--- config.mk ---
export PLATFORM = sky130hd
export DESIGN_NAME = sdhi_top
export DESIGN_NICKNAME = d
export VERILOG_FILES = /design/src/logic/sdhi_top.v
export VERILOG_INCLUDE_DIRS = /design/src /design/src/common
export SDC_FILE = /design/constraint.sdc
export NUM_CORES = 1
export LEC_CHECK = 0
export ABC_AREA = 1
export BUFFER_PORTS_ARGS = -buffer_cell sky130_fd_sc_hd__buf_2
export CAP_MARGIN = 0
export CELL_PAD_IN_SITES_DETAIL_PLACEMENT = 0
export CELL_PAD_IN_SITES_GLOBAL_PLACEMENT = 1
export CORE_UTILIZATION = 43
export CTS_CLUSTER_DIAMETER = 30
export DETAILED_ROUTE_END_ITERATION = 10
export GPL_TIMING_DRIVEN = 0
export PLACE_DENSITY = 0.77
export SYNTH_ARGS = -nofsm -noshare
export SYNTH_HDL_FRONTEND = slang
export SYNTH_SLANG_ARGS = --single-unit
export TNS_END_PERCENT = 20
--- constraint.sdc ---
create_clock -name clk -period 3.54 [get_ports clk]
set_clock_uncertainty 0.15 [all_clocks]
set_input_delay 0.354 -clock clk [delete_from_list [all_inputs] [get_ports clk]]
set_output_delay 0.354 -clock clk [all_outputs]
set_load 0.1 [all_outputs]
--- src/common/sdhi_defs.vh ---
// constants of the card host interface
`ifndef SDHI_DEFS_VH
`define SDHI_DEFS_VH
// register word indices, byte address is four times the index
`define SDHI_IDX_PTR 16'hFC7C
`define SDHI_IDX_LEN 16'hFC7D
`define SDHI_IDX_CFG 16'hFC7E
`define SDHI_IDX_ST 16'hFC7F
`define SDHI_IDX_IRQ 16'hFC6C
// reset values
`define SDHI_RST_PTR 11'h000
`define SDHI_RST_LEN 16'h0000
`define SDHI_RST_CFG 16'h0000
`define SDHI_RST_WS 5'h00
// writable configuration bits
`define SDHI_CFG_MASK 16'h1C7F
// configuration fields
`define SDHI_CF_SKIPCRC 12
`define SDHI_CF_KEEPCRC 11
`define SDHI_CF_WIDE 10
`define SDHI_CF_LAUNCH 7
`define SDHI_CF_READ 6
`define SDHI_CF_CMD 5
`define SDHI_CF_NOSTART 4
`define SDHI_CF_NOSTOP 3
`define SDHI_CF_CRC16 2
`define SDHI_CF_CRC7 1
`define SDHI_CF_HUNT 0
// status fields
`define SDHI_ST_WS_HI 12
`define SDHI_ST_WS_LO 8
`define SDHI_ST_REP 7
// buffer interrupt status fields
`define SDHI_IRQ_ENA 14
`define SDHI_IRQ_READY 5
// timing and framing counts
`define SDHI_HUNT_CLKS 8'hFF
`define SDHI_CRC7_LEN 5'h07
`define SDHI_CRC16_LEN 5'h10
`define SDHI_CRC7_POLY 7'h09
`define SDHI_CRC16_POLY 16'h1021
`endif

--- src/logic/sdhi_top.v ---
// card host interface: register slave, bit engine and buffer port
//
// Contract
// data moves on one line, or on four when wide bus bit 10 set
// buffer pointer is an 11-bit word address into peripheral memory
// transfer length counts bytes read from or written to card
// config bit 7 launches one transfer using the other config bits
// config bit 6 set means read from card, clear means write
// config bit 5 set selects command line, clear selects data lines
// config bit 4 omits the start bit
// config bit 3 omits the stop bit
// bits 2 and 1 enable crc16 and crc7, sent after payload
// config bit 12 skips sending the checksum
// config bit 11 keeps checksum accumulator from previous transfer
// with hunt bit 0, no start bit in 256 card clocks aborts, flags
// card clock period is 2 x (divider field + 1) system cycles
// status bit 7 replays a 512-byte buffer, base from pointer 10:8
// software clears other bits in pattern mode except divider, width
// status bit 5 flags command start during data, cleared on launch
// status bit 4 shows sampled level of data line zero
// status bit 3 flags read data ending without stop bit
// status bit 2 flags crc16 failure on data read
// status bit 1 flags crc7 failure on command response
// completion sets ready request bit 5, forwarded when bit 14 set
// writing one to ready bit clears it, zero leaves it
// card clock stops and engine idles after frame end or abort
//
// Register access over Avalon-MM was chosen for this implementation.
`timescale 1ns/1ps
`include "sdhi_defs.vh"
module sdhi_top (
  input wire clk,
  input wire sys_rst,
  input wire [17:0] avs_address,
  input wire avs_read,
  input wire avs_write,
  input wire [31:0] avs_writedata,
  input wire [3:0] avs_byteenable,
  output reg [31:0] avs_readdata,
  output reg avs_waitrequest,
  output reg [10:0] mem_addr,
  output reg mem_rd,
  output reg mem_wr,
  output reg [15:0] mem_wdata,
  input wire [15:0] mem_rdata,
  output reg sd_clk,
  input wire sd_cmd_in,
  output reg sd_cmd_out,
  output reg sd_cmd_oe_n,
  input wire [3:0] sd_dat_in,
  output reg [3:0] sd_dat_out,
  output reg [3:0] sd_dat_oe_n,
  output reg buffer_irq
);

// ----------------------------------------
// states
// ----------------------------------------
localparam S_IDLE = 3'd0;
localparam S_PREP = 3'd1;
localparam S_START = 3'd2;
localparam S_DATA = 3'd3;
localparam S_CRC = 3'd4;
localparam S_STOP = 3'd5;
localparam S_END = 3'd6;
localparam S_REP = 3'd7;

reg [2:0] st;
reg [10:0] ptr;
reg [15:0] len;
reg [15:0] cfg;
reg [4:0] ws;
reg rep;
reg irq_en;
reg ready_req;
reg cmdbrk;
reg e_stop;
reg e_c16;
reg e_c7;
reg e_start;

// ----------------------------------------
// pin synchronisers
// ----------------------------------------
reg [4:0] s1;
reg [4:0] s2;
reg [4:0] s3;
reg [4:0] filt;
always @(posedge clk) begin
  if (sys_rst) begin
    s1 <= 5'h1F;
    s2 <= 5'h1F;
    s3 <= 5'h1F;
    filt <= 5'h1F;
  end else begin
    s1 <= {sd_cmd_in, sd_dat_in};
    s2 <= s1;
    s3 <= s2;
    filt <= (s2 & s3) | (filt & ~(s2 ^ s3));
  end
end
wire fcmd = filt[4];
wire [3:0] fdat = filt[3:0];

// ----------------------------------------
// register slave
// ----------------------------------------
wire busy = (st != S_IDLE);
wire [15:0] wa = avs_address[17:2];
wire wr_acc = avs_write & ~avs_waitrequest;
wire [15:0] wd = avs_writedata[15:0];
wire [1:0] be = avs_byteenable[1:0];
wire launch = wr_acc & (wa == `SDHI_IDX_CFG) & be[0] & wd[`SDHI_CF_LAUNCH]
  & ~busy & ~rep;
wire irq_clr = wr_acc & (wa == `SDHI_IDX_IRQ) & be[0] & wd[`SDHI_IRQ_READY];

function [15:0] mrg;
  input [15:0] o;
  input [15:0] n;
  input [1:0] b;
  begin
    mrg = {b[1] ? n[15:8] : o[15:8], b[0] ? n[7:0] : o[7:0]};
  end
endfunction
wire [15:0] ptr_m = mrg({5'h00, ptr}, wd, be);

wire [15:0] st_word = {3'b000, ws, rep, 1'b0, cmdbrk, fdat[0],
  e_stop, e_c16, e_c7, e_start};
wire [15:0] cfg_word = {cfg[15:8], busy, cfg[6:0]};
wire [15:0] irq_word = {1'b0, irq_en, 8'h00, ready_req, 5'h00};
reg [15:0] rd_word;
always @* begin
  case (wa)
    `SDHI_IDX_PTR: rd_word = {5'h00, ptr};
    `SDHI_IDX_LEN: rd_word = len;
    `SDHI_IDX_CFG: rd_word = cfg_word;
    `SDHI_IDX_ST: rd_word = st_word;
    `SDHI_IDX_IRQ: rd_word = irq_word;
    default: rd_word = 16'h0000;
  endcase
end

always @(posedge clk) begin
  if (sys_rst) begin
    avs_waitrequest <= 1'b1;
    avs_readdata <= 32'h00000000;
    ptr <= `SDHI_RST_PTR;
    len <= `SDHI_RST_LEN;
    cfg <= `SDHI_RST_CFG;
    ws <= `SDHI_RST_WS;
    rep <= 1'b0;
    irq_en <= 1'b0;
    buffer_irq <= 1'b0;
  end else begin
    avs_waitrequest <= ~((avs_read | avs_write) & avs_waitrequest);
    if (avs_read & avs_waitrequest)
      avs_readdata <= {16'h0000, rd_word};
    if (wr_acc) begin
      case (wa)
        `SDHI_IDX_PTR: ptr <= ptr_m[10:0];
        `SDHI_IDX_LEN: len <= mrg(len, wd, be);
        `SDHI_IDX_CFG: if (!busy) cfg <= mrg(cfg, wd, be) & `SDHI_CFG_MASK;
        `SDHI_IDX_ST: begin
          if (be[1]) ws <= wd[`SDHI_ST_WS_HI:`SDHI_ST_WS_LO];
          if (be[0]) rep <= wd[`SDHI_ST_REP];
        end
        `SDHI_IDX_IRQ: if (be[1]) irq_en <= wd[`SDHI_IRQ_ENA];
        default: ;
      endcase
    end
    buffer_irq <= ready_req & irq_en;
  end
end

// ----------------------------------------
// card clock divider
// ----------------------------------------
reg [4:0] dcnt;
reg lead;
wire clk_run = busy & (st != S_PREP);
wire expire = clk_run & (dcnt == ws);
wire drv_ev = expire & (lead | sd_clk);
wire smp_ev = expire & ~lead & ~sd_clk;
wire c_rd = cfg[`SDHI_CF_READ] & ~rep;
wire c_cmd = cfg[`SDHI_CF_CMD] & ~rep;
wire tick = c_rd ? smp_ev : drv_ev;

// ----------------------------------------
// framing decisions
// ----------------------------------------
wire wide = cfg[`SDHI_CF_WIDE] & ~c_cmd;
wire [2:0] nb = wide ? 3'd4 : 3'd1;
wire crc_on = c_cmd ? cfg[`SDHI_CF_CRC7] : cfg[`SDHI_CF_CRC16];
wire crc_go = crc_on & ~cfg[`SDHI_CF_SKIPCRC];
wire [2:0] after_crc = cfg[`SDHI_CF_NOSTOP] ? S_END : S_STOP;
wire [2:0] after_data = crc_go ? S_CRC : after_crc;
reg [18:0] bleft;
wire [2:0] after_start = (bleft != 19'd0) ? S_DATA : after_data;
wire [3:0] lane_mask = wide ? 4'hF : 4'h1;

// ----------------------------------------
// shift paths and checksums
// ----------------------------------------
reg [15:0] sh;
reg [15:0] nxt;
reg sh_ok;
reg nxt_ok;
reg rd_p2;
reg [10:0] fa;
reg [4:0] wbit;
reg [15:0] rsh;
reg [4:0] rfill;
reg [4:0] ccnt;
reg [7:0] hcnt;
reg crc_bad;
reg [6:0] crc7;
wire line_in = c_cmd ? fcmd : fdat[0];
wire [3:0] lanes_in = wide ? fdat : {3'b000, line_in};
wire [3:0] lanes_out = wide ? sh[15:12] : {3'b000, sh[15]};
wire [3:0] lbit = c_rd ? lanes_in : lanes_out;
wire crc_clr = (st == S_PREP) & ~cfg[`SDHI_CF_KEEPCRC];
wire crc_upd = tick & (st == S_DATA);
wire crc_sh = tick & (st == S_CRC);
wire [3:0] crc_msb;
wire [15:0] rsh_n = wide ? {rsh[11:0], lanes_in} : {rsh[14:0], line_in};

genvar gi;
generate
  for (gi = 0; gi < 4; gi = gi + 1) begin : g_lane
    reg [15:0] c16;
    always @(posedge clk) begin
      if (sys_rst || crc_clr)
        c16 <= 16'h0000;
      else if (crc_upd)
        c16 <= {c16[14:0], 1'b0} ^ ((lbit[gi] ^ c16[15]) ? `SDHI_CRC16_POLY : 16'h0000);
      else if (crc_sh)
        c16 <= {c16[14:0], 1'b0};
    end
    assign crc_msb[gi] = c16[15];
  end
endgenerate

wire [3:0] crc_out = wide ? crc_msb : {3'b000, crc_msb[0]};
wire mism = c_cmd ? (line_in ^ crc7[6]) : |((lanes_in ^ crc_msb) & lane_mask);
wire [10:0] fa_inc = rep ? {fa[10:8], fa[7:0] + 8'h01} : fa + 11'h001;
wire fetch_ok = ~c_rd & ((st == S_PREP) | (st == S_DATA) | (st == S_REP))
  & ~(sh_ok & nxt_ok) & ~mem_rd & ~rd_p2;
wire word_end = (wbit == {2'b00, nb});

// ----------------------------------------
// bit engine
// ----------------------------------------
always @(posedge clk) begin
  if (sys_rst) begin
    st <= S_IDLE;
    sd_clk <= 1'b0;
    dcnt <= 5'h00;
    lead <= 1'b0;
    mem_addr <= 11'h000;
    mem_rd <= 1'b0;
    mem_wr <= 1'b0;
    mem_wdata <= 16'h0000;
    sd_cmd_out <= 1'b1;
    sd_cmd_oe_n <= 1'b1;
    sd_dat_out <= 4'hF;
    sd_dat_oe_n <= 4'hF;
    sh <= 16'h0000;
    nxt <= 16'h0000;
    sh_ok <= 1'b0;
    nxt_ok <= 1'b0;
    rd_p2 <= 1'b0;
    fa <= 11'h000;
    wbit <= 5'h00;
    rsh <= 16'h0000;
    rfill <= 5'h00;
    bleft <= 19'd0;
    ccnt <= 5'h00;
    hcnt <= 8'h00;
    crc_bad <= 1'b0;
    crc7 <= 7'h00;
    ready_req <= 1'b0;
    cmdbrk <= 1'b0;
    e_stop <= 1'b0;
    e_c16 <= 1'b0;
    e_c7 <= 1'b0;
    e_start <= 1'b0;
  end else begin
    mem_wr <= 1'b0;
    mem_rd <= 1'b0;
    rd_p2 <= mem_rd;
    if (irq_clr)
      ready_req <= 1'b0;
    if (!clk_run || expire)
      dcnt <= 5'h00;
    else
      dcnt <= dcnt + 5'h01;
    if (expire && !lead)
      sd_clk <= ~sd_clk;
    if (crc_clr)
      crc7 <= 7'h00;
    if (fetch_ok) begin
      mem_rd <= 1'b1;
      mem_addr <= fa;
      fa <= fa_inc;
    end
    if (rd_p2) begin
      if (!sh_ok) begin
        sh <= mem_rdata;
        sh_ok <= 1'b1;
        wbit <= 5'h10;
      end else begin
        nxt <= mem_rdata;
        nxt_ok <= 1'b1;
      end
    end
    case (st)
      S_IDLE: begin
        sd_clk <= 1'b0;
        sh_ok <= 1'b0;
        nxt_ok <= 1'b0;
        if (launch || rep) begin
          st <= S_PREP;
          fa <= rep ? {ptr[10:8], 8'h00} : ptr;
          bleft <= {len, 3'b000};
          rfill <= 5'h00;
          hcnt <= 8'h00;
          crc_bad <= 1'b0;
          if (launch) begin
            cmdbrk <= 1'b0;
            e_stop <= 1'b0;
            e_c16 <= 1'b0;
            e_c7 <= 1'b0;
            e_start <= 1'b0;
          end
        end
      end
      S_PREP: begin
        ccnt <= c_cmd ? `SDHI_CRC7_LEN : `SDHI_CRC16_LEN;
        if (c_rd)
          st <= cfg[`SDHI_CF_NOSTART] ? after_start : S_START;
        else if (sh_ok && nxt_ok) begin
          lead <= 1'b1;
          st <= rep ? S_REP : (cfg[`SDHI_CF_NOSTART] ? after_start : S_START);
        end
      end
      default: ;
    endcase
    if (drv_ev)
      lead <= 1'b0;
    if (tick && !c_rd && st != S_IDLE && st != S_PREP) begin
      case (st)
        S_START: begin
          if (c_cmd) begin
            sd_cmd_out <= 1'b0;
            sd_cmd_oe_n <= 1'b0;
          end else begin
            sd_dat_out <= 4'h0;
            sd_dat_oe_n <= ~lane_mask;
          end
          st <= after_start;
        end
        S_DATA, S_REP: begin
          if (c_cmd) begin
            sd_cmd_out <= sh[15];
            sd_cmd_oe_n <= 1'b0;
            crc7 <= {crc7[5:0], 1'b0} ^ ((sh[15] ^ crc7[6]) ? `SDHI_CRC7_POLY : 7'h00);
          end else begin
            sd_dat_out <= lanes_out;
            sd_dat_oe_n <= ~lane_mask;
          end
          sh <= sh << nb;
          wbit <= wbit - {2'b00, nb};
          if (word_end) begin
            sh <= nxt;
            wbit <= 5'h10;
            nxt_ok <= 1'b0;
            sh_ok <= nxt_ok;
          end
          if (st == S_DATA) begin
            bleft <= bleft - {16'd0, nb};
            if (bleft == {16'd0, nb})
              st <= after_data;
          end
        end
        S_CRC: begin
          if (c_cmd) begin
            sd_cmd_out <= crc7[6];
            crc7 <= {crc7[5:0], 1'b0};
          end else
            sd_dat_out <= crc_out;
          ccnt <= ccnt - 5'h01;
          if (ccnt == 5'h01)
            st <= after_crc;
        end
        S_STOP: begin
          sd_cmd_out <= 1'b1;
          sd_dat_out <= 4'hF;
          st <= S_END;
        end
        default: ;
      endcase
    end
    if (tick && c_rd) begin
      case (st)
        S_START: begin
          if (!cfg[`SDHI_CF_HUNT] || !line_in)
            st <= after_start;
          else begin
            hcnt <= hcnt + 8'h01;
            if (hcnt == `SDHI_HUNT_CLKS) begin
              e_start <= 1'b1;
              st <= S_IDLE;
            end
          end
        end
        S_DATA: begin
          rsh <= rsh_n;
          if (c_cmd)
            crc7 <= {crc7[5:0], 1'b0} ^ ((line_in ^ crc7[6]) ? `SDHI_CRC7_POLY : 7'h00);
          bleft <= bleft - {16'd0, nb};
          rfill <= rfill + {2'b00, nb};
          if (rfill + {2'b00, nb} == 5'h10) begin
            mem_wr <= 1'b1;
            mem_addr <= fa;
            mem_wdata <= rsh_n;
            fa <= fa + 11'h001;
            rfill <= 5'h00;
          end
          if (bleft == {16'd0, nb}) begin
            st <= after_data;
            if (rfill + {2'b00, nb} == 5'h08) begin
              mem_wr <= 1'b1;
              mem_addr <= fa;
              mem_wdata <= {rsh_n[7:0], 8'h00};
            end
          end
        end
        S_CRC: begin
          if (mism)
            crc_bad <= 1'b1;
          if (c_cmd)
            crc7 <= {crc7[5:0], 1'b0};
          ccnt <= ccnt - 5'h01;
          if (ccnt == 5'h01)
            st <= after_crc;
        end
        S_STOP: begin
          if (!c_cmd && !fdat[0])
            e_stop <= 1'b1;
          st <= S_END;
        end
        default: ;
      endcase
    end
    if (tick && st == S_END) begin
      st <= S_IDLE;
      ready_req <= 1'b1;
      if (crc_bad && c_cmd)
        e_c7 <= 1'b1;
      if (crc_bad && !c_cmd)
        e_c16 <= 1'b1;
    end
    if (st == S_REP && !rep)
      st <= S_IDLE;
    if ((st == S_IDLE) || (tick && st == S_END)) begin
      sd_cmd_oe_n <= 1'b1;
      sd_dat_oe_n <= 4'hF;
      sd_cmd_out <= 1'b1;
      sd_dat_out <= 4'hF;
    end
    if (busy && !c_cmd && !rep && !fcmd)
      cmdbrk <= 1'b1;
  end
end

endmodule // sdhi_top

Word-level counts from Yosys, hierarchy flattened
Cells that the tools add are included.
{"block": "classes", "n_addsub": 8, "eq_ne": 26, "n_shift": 1, "mux": 162, "n_bitwise": 68, "reduce_logical": 63}
{"operator": "16-bit two-way mux", "n": 17}
{"operator": "11-bit two-way mux", "n": 13}
{"operator": "19-bit two-way mux", "n": 7}
{"operator": "16-bit == test (second input constant)", "n": 5}
{"operator": "5-bit two-way mux", "n": 16}
{"operator": "16-bit one-hot mux with 5 select lines", "n": 1}
{"operator": "16-bit by 13-bit bitwise XOR with 16-bit output", "n": 4}
{"operator": "1-bit two-way mux", "n": 56}
{"operator": "13-bit two-way mux", "n": 4}
{"operator": "7-bit two-way mux", "n": 7}
{"operator": "3-bit two-way mux", "n": 16}
{"operator": "8-bit two-way mux", "n": 6}
{"operator": "4-bit two-way mux", "n": 10}
{"operator": "3-bit AND reduction", "n": 11}
{"operator": "1-bit bitwise AND", "n": 29}
{"operator": "7-bit one-hot mux with 2 select lines", "n": 2}
{"operator": "3-bit one-hot mux with 4 select lines", "n": 2}
{"operator": "19-bit by 3-bit == test with 1-bit output", "n": 1}
{"operator": "19-bit nonzero test", "n": 1}
{"operator": "19-bit by 3-bit subtractor with 19-bit output", "n": 1}
{"operator": "8-bit by 1-bit adder with 8-bit output (second input constant)", "n": 2}
{"operator": "4-bit one-hot mux with 4 select lines", "n": 1}
{"operator": "16-bit by 3-bit << shifter with 16-bit output", "n": 1}
{"operator": "1-bit inverter", "n": 15}
{"operator": "42 further kinds", "n": 100}
{"block": "word_totals", "register_bits": 312, "inputBits": 79, "out_inout_bits": 74, "word_cells": 380}

Logic depth before layout (Yosys ltp)
{"block": "depth", "ltp_word": 19, "depth_mapped": 19, "depth_no_buf": 17}

Worst setup path after synthesis
OpenSTA, ideal clock, no wires.
{"block": "synth_path", "kind": "reg-to-reg", "startpoint": "reg rep", "endpoint": "reg mem_addr[10]", "setup_ps": 67, "t_arrival_ps": 2843, "setup_slack_ps": 480, "stages_incl_launch_ff": 19, "n_path_buf": 3, "synth_period_minus_slack_ps": 3060, "cell_sequence": "dfxtp_1 > inv_2 > nand2_4 > nand2_4 > buf_4 > clkbuf_1 > ha_1 > ha_1 > xor2_1 > nor3_1 > nand2_1 > nor2_1 > inv_2 > nand2_1 > nand2_2 > nand2_4 > buf_6 > o21ai_0 > nor2_1"}
{"item": "start: declaration", "line": "sdhi_top.v:73", "text": "reg rep;"}
{"item": "start signal: assignment", "line": "sdhi_top.v:165", "text": "if (be[0]) rep <= wd[`SDHI_ST_REP];"}
{"item": "1-bit inverter *", "line": "sdhi_top.v:185", "text": "wire c_cmd = cfg[`SDHI_CF_CMD] & ~rep;"}
{"item": "1-bit bitwise AND *", "line": "sdhi_top.v:185"}
{"item": "1-bit inverter (no source line) *"}
{"item": "1-bit bitwise AND *", "line": "sdhi_top.v:191", "text": "wire wide = cfg[`SDHI_CF_WIDE] & ~c_cmd;"}
{"item": "3-bit two-way mux *", "line": "sdhi_top.v:192", "text": "wire [2:0] nb = wide ? 3'd4 : 3'd1;"}
{"item": "named net nb[0]", "line": "sdhi_top.v:192"}
{"item": "5-bit by 3-bit adder with 5-bit output", "line": "sdhi_top.v:422, sdhi_top.v:431"}
{"item": "5-bit == test", "line": "sdhi_top.v:422", "text": "if (rfill + {2'b00, nb} == 5'h10) begin"}
{"item": "11-bit two-way mux", "line": "sdhi_top.v:422"}
{"item": "11-bit two-way mux", "line": "sdhi_top.v:431", "text": "if (rfill + {2'b00, nb} == 5'h08) begin"}
{"item": "11-bit two-way mux *", "line": "sdhi_top.v:429", "text": "if (bleft == {16'd0, nb}) begin"}
{"item": "11-bit two-way mux *", "line": "sdhi_top.v:404", "text": "case (st)"}
{"item": "11-bit two-way mux *", "line": "sdhi_top.v:403", "text": "if (tick && c_rd) begin"}
{"item": "end signal: assignment", "line": "sdhi_top.v:303", "text": "mem_addr <= fa;"}
{"item": "end signal: assignment", "line": "sdhi_top.v:424", "text": "mem_addr <= fa;"}
{"item": "end signal: assignment", "line": "sdhi_top.v:433", "text": "mem_addr <= fa;"}
{"item": "end: declaration", "line": "sdhi_top.v:41", "text": "output reg [10:0] mem_addr,"}
Mark *: on every way through the listed nets, which the timed path passes. The rest lies on a longest branch.
A chain may end at the register's enable or synchronous reset.

Worst setup path in the final report
{"block": "layout_path", "startpoint": "reg rep", "endpoint": "reg mem_wdata[5]"}
{"block": "layout_between", "elab_chain_cells": 10}
{"item": "1-bit inverter *", "line": "sdhi_top.v:184, sdhi_top.v:185"}
{"item": "1-bit bitwise AND", "line": "sdhi_top.v:185"}
{"item": "1-bit inverter (no source line)"}
{"item": "1-bit bitwise AND", "line": "sdhi_top.v:191"}
{"item": "3-bit two-way mux", "line": "sdhi_top.v:192"}
{"item": "5-bit by 3-bit adder with 5-bit output", "line": "sdhi_top.v:422, sdhi_top.v:431"}
{"item": "5-bit == test", "line": "sdhi_top.v:422"}
{"item": "16-bit two-way mux", "line": "sdhi_top.v:422"}
{"item": "16-bit two-way mux", "line": "sdhi_top.v:431"}
{"item": "16-bit two-way mux", "line": "sdhi_top.v:429"}
{"item": "end signal: assignment", "line": "sdhi_top.v:425", "text": "mem_wdata <= rsh_n;"}
{"item": "end signal: assignment", "line": "sdhi_top.v:434", "text": "mem_wdata <= {rsh_n[7:0], 8'h00};"}
{"item": "end: declaration", "line": "sdhi_top.v:44", "text": "output reg [15:0] mem_wdata,"}
Every way passes the cells marked *; elsewhere a longest branch is shown, timed or not.

==> run_results.csv <==
group,metric,value,unit
status,status,"completed",
synth,synthFlopType,"dfxtp_1",
power_and_ir_drop,swShare,21.1,%
synth,yosysMostFrequentCell,"nand2_1",
worst_setup_path,r2r_slack,0.28,ns
sta,period_minus_slack,3.26,ns
power_and_ir_drop,p_clk_share,66.7,%
grt,antenna_found_initial,1,
synth,async_flop_share,0,%
route,drc,0,
layout,antenna_cells,0,
min_path,min_to,"irq_en",
worst_setup_path,crit_arrival,3.55,ns
worst_setup_path,r2r-start,"rep",
clock_tree,cts_setup_buffers,0,
worst_setup_path,critPathMaxFanout,16,
route,dr.pass1.iters,5,
place,dpl_cell_area,16100,sq um
synth,yosys-top-cells-area,"dfxtp_1 (42%), nand2_1 (9.4%), o21ai_0 (7.9%)",
place,dp_cells,2658,
synth,yosysWarnings,0,
synth,synth-seq-area-share,41.7,%
sta,rsz0062_at_grt,"no",
sta,finalSetupViolCount,0,
clock_tree,clk_pin_slew_worst_paths,0.04,ns
layout,fin_nets,2432,
clock_tree,cts_buffers,83,
min_path,hold_path.class,"primary input to flip-flop",
floorplanning,die-width,188,um
sta,hold_viol_final,0,
grt,grt_pass1_vias,14300,
synth,synth_edf_count,0,
route,postRouteAntennaNets,0,
clock_tree,htreeDepth,3,
grt,grt_pass1_wl,80400,um
worst_setup_path,cp-end-kind,"flip-flop",
worst_setup_path,critPathMaxStageDelay,0.41,ns
clock_tree,cts_tree,"yes",
sta,worst_pin_slew,1.11,ns
power_and_ir_drop,peakVddDrop,0.434,mV
floorplanning,start_util,44.0,%
worst_setup_path,slowest_stage,"dfxtp_4",
floorplanning,dieHeight,188,um
worst_setup_path,rr_endpoint,"mem_wdata[5]",
clock_tree,clock-sinks,310,
worst_setup_path,ff2ff_path_depth,14,
layout,fillers,3251,
layout,drive_gt1_share,16.0,%
route,drt-initial-drc-count,1142,
synth,synth_largest_area_cell,"dfxtp_1",
worst_setup_path,cp_cell_sequence,"inv_4, nand2_4, nand2_4, inv_4, buf_4, ha_1, nand2_1, a21oi_1, xnor2_1, nand2_1, nor2_1, nand2_2, nand2_1, a211oi_1",
grt,grtUsageTotal,29.3,%
place,finalWeightedCongestion,0.950,
layout,finalInstanceArea,19400,sq um
grt,grt_start_max_net_pins,15,
floorplanning,rows,67,
place,port_buffers,116,
sta,drv_slew,0,
synth,avgSynthCellArea,7.16,sq um
power_and_ir_drop,internal_power,9150,uW
worst_setup_path,critPathKind,"flip-flop to flip-flop",
floorplanning,design.die.area,35400,sq um
sta,min_period_over_period,92.1,%
power_and_ir_drop,p_leak,0.00839,uW
worst_setup_path,cp_data_required_time,3.83,ns
clock_tree,clkLatencyLatePin,0.58,ns
layout,syn_to_final_growth,30.4,%
synth,synthCells,2079,
power_and_ir_drop,powerDensity,598,nW/um^2
route,vias,15100,
floorplanning,coreArea,33800,sq um
min_path,holdPathStages,6,
floorplanning,pin_count,153,
layout,layout.cells.non_filler,2847,
grt,global_route.overflow_total,0,
synth,netlist_area,14900,sq um
power_and_ir_drop,combPwrFrac,2.9,%
power_and_ir_drop,power_switching,2450,uW
flow_run,drv_cap,0,
worst_setup_path,start_kind,"flip-flop",
sta,slew_headroom,25.7,%
clock_tree,clockBufferDepth,3,
layout,fin_util,57.4,%
synth,synth_top_cell_area_share,41.7,%
route,viasPerCell,5.31,
synth,ys_ff_latch,310,
power_and_ir_drop,power_frac_seq,30.3,%
route,routed_wl,52000,um
synth,yosysUniqueCellTypes,57,
clock_tree,root_buffer,"clkbuf_16",
sta,fmax,0.307,GHz
synth,synth_common_cells,"nand2_1 (371), dfxtp_1 (310), nor2_1 (260)",
route,wl_per_cell,18.2,um
place,place_hpwl,37500,um
worst_setup_path,cpMostUsedCell,"nand2_1",
min_path,hold_start,"avs_address[10]",
flip-flops by register name, indices dropped and copies added (netlist names), 15 cells and up:
register and flops:
avs_readdata 16, mem_wdata 16, sh 16, bleft 19
len 16, nxt 16, g_lane.c16 64, rsh 15
area by class of cell:
| class | instances | area, sq um | share of cell area, % |
|---|---|---|---|
| Timing Repair Buffer | 156 | 981 | 5.05 |
| Inverter | 218 | 823 | 4.24 |
| Multi-Input combinational cell | 1459 | 7340 | 37.8 |
| Tap cell | 448 | 561 | 2.89 |
| Sequential cell | 310 | 6210 | 32.0 |
| Buffer | 106 | 589 | 3.04 |
| Clock buffer | 111 | 2360 | 12.1 |
| Clock inverter | 39 | 542 | 2.79 |
worst max path at each step:
stage	start	end	slack [ns]	cells after the start
floorplan	rep	mem_addr[10]	0.48	18
global placement	rep	mem_wdata[11]	-0.70	15
detailed placement	rep	fa[8]	-0.72	15
CTS	rep	mem_addr[6]	0.05	18
global route	rep	mem_addr[10]	0.08	18
finish	rep	mem_wdata[5]	0.28	14
what timing repair did:
action	CTS	global route
cloned	0	0
hold endpoints to repair	61	0
endpoints found under the setup margin	74	42
hold buffers	40	0
gates resized for setup	9	9
cells by family (layout without fill, tap and decap cells):
logic type                 after synthesis  count (layout)  synth area share (%)
xor gates and xnor gates                42              42                  2.52
adders and majority gates               19              19                  1.60
DFF                                    310             310                  41.7
AOI/OAI and AO/OA                      527             527                  19.4
and+or+nand+nor                        845             845                  24.5
muxes                                   10              10                 0.757
other                                    1              16                0.0252
buffers and inverters                  325             630                  9.44
placed cells by master (no fill, tap or decap), types with 16 or more instances in the layout:
cell,instances
clkbuf_1,63
buf_2,135
buf_4,24
a211oi_1,30
nor2_1,259
a21oi_1,187
conb_1,16
nand3_1,104
nand4_1,17
o211ai_1,23
inv_1,201
nor3_1,30
clkinv_2,21
o21ai_0,234
dlygate4sd3_1,40
or2_2,20
xor2_1,33
clkbuf_16,86
ha_1,19
dfxtp_1,309
nand2_1,370
metal layers:
| metal | share of wire [%] | vias to the layer above | GRT usage [%] |
|---|---|---|---|
| met5 | 0.025 | - | 0 |
| met1 | 45 | 7042 | 39.6 |
| met3 | 6.9 | 120 | 5.88 |
| li1 | - | 7394 | - |
| met4 | 3.2 | 2 | 11.2 |
| met2 | 44 | 556 | 45.9 |
worst max-delay path, delay by kind of cell, from the launching register on:
family                   cells  cell delay [ns]
AND/OR/NAND/NOR              7             1.26
buffers and inverters        3             0.49
flip-flops                   1             0.41
XOR/XNOR                     1             0.34
adder cells (fa/ha/maj)      1             0.29
AO/OA/AOI/OAI                2             0.16
through the flow:
step / hold WS (ns) / TNS [ns] / total power (uW) / setup slack [ns]
after floorplan: 0.239 / 0 / 3770 / 0.480
after global placement: 0.241 / -30.22 / 3880 / -0.697
after detailed placement: 0.243 / -32.40 / 3880 / -0.725
after CTS: 0.0601 / 0 / 11700 / 0.0450
after global routing: 0.103 / 0 / 11900 / 0.0788
final: 0.0779 / 0 / 11600 / 0.278
power groups by stage:
stage / Clock (uW) / Sequential [uW] / Combinational, uW
6_report: 7740 / 3520 / 342
5_1_grt: 8030 / 3510 / 361
4_1_cts: 7810 / 3520 / 338
3_5_place_dp: 0 / 3580 / 302
3_3_place_gp: 0 / 3580 / 301
2_1_floorplan: 0 / 3590 / 178
(Power assumes the default switching activity.)
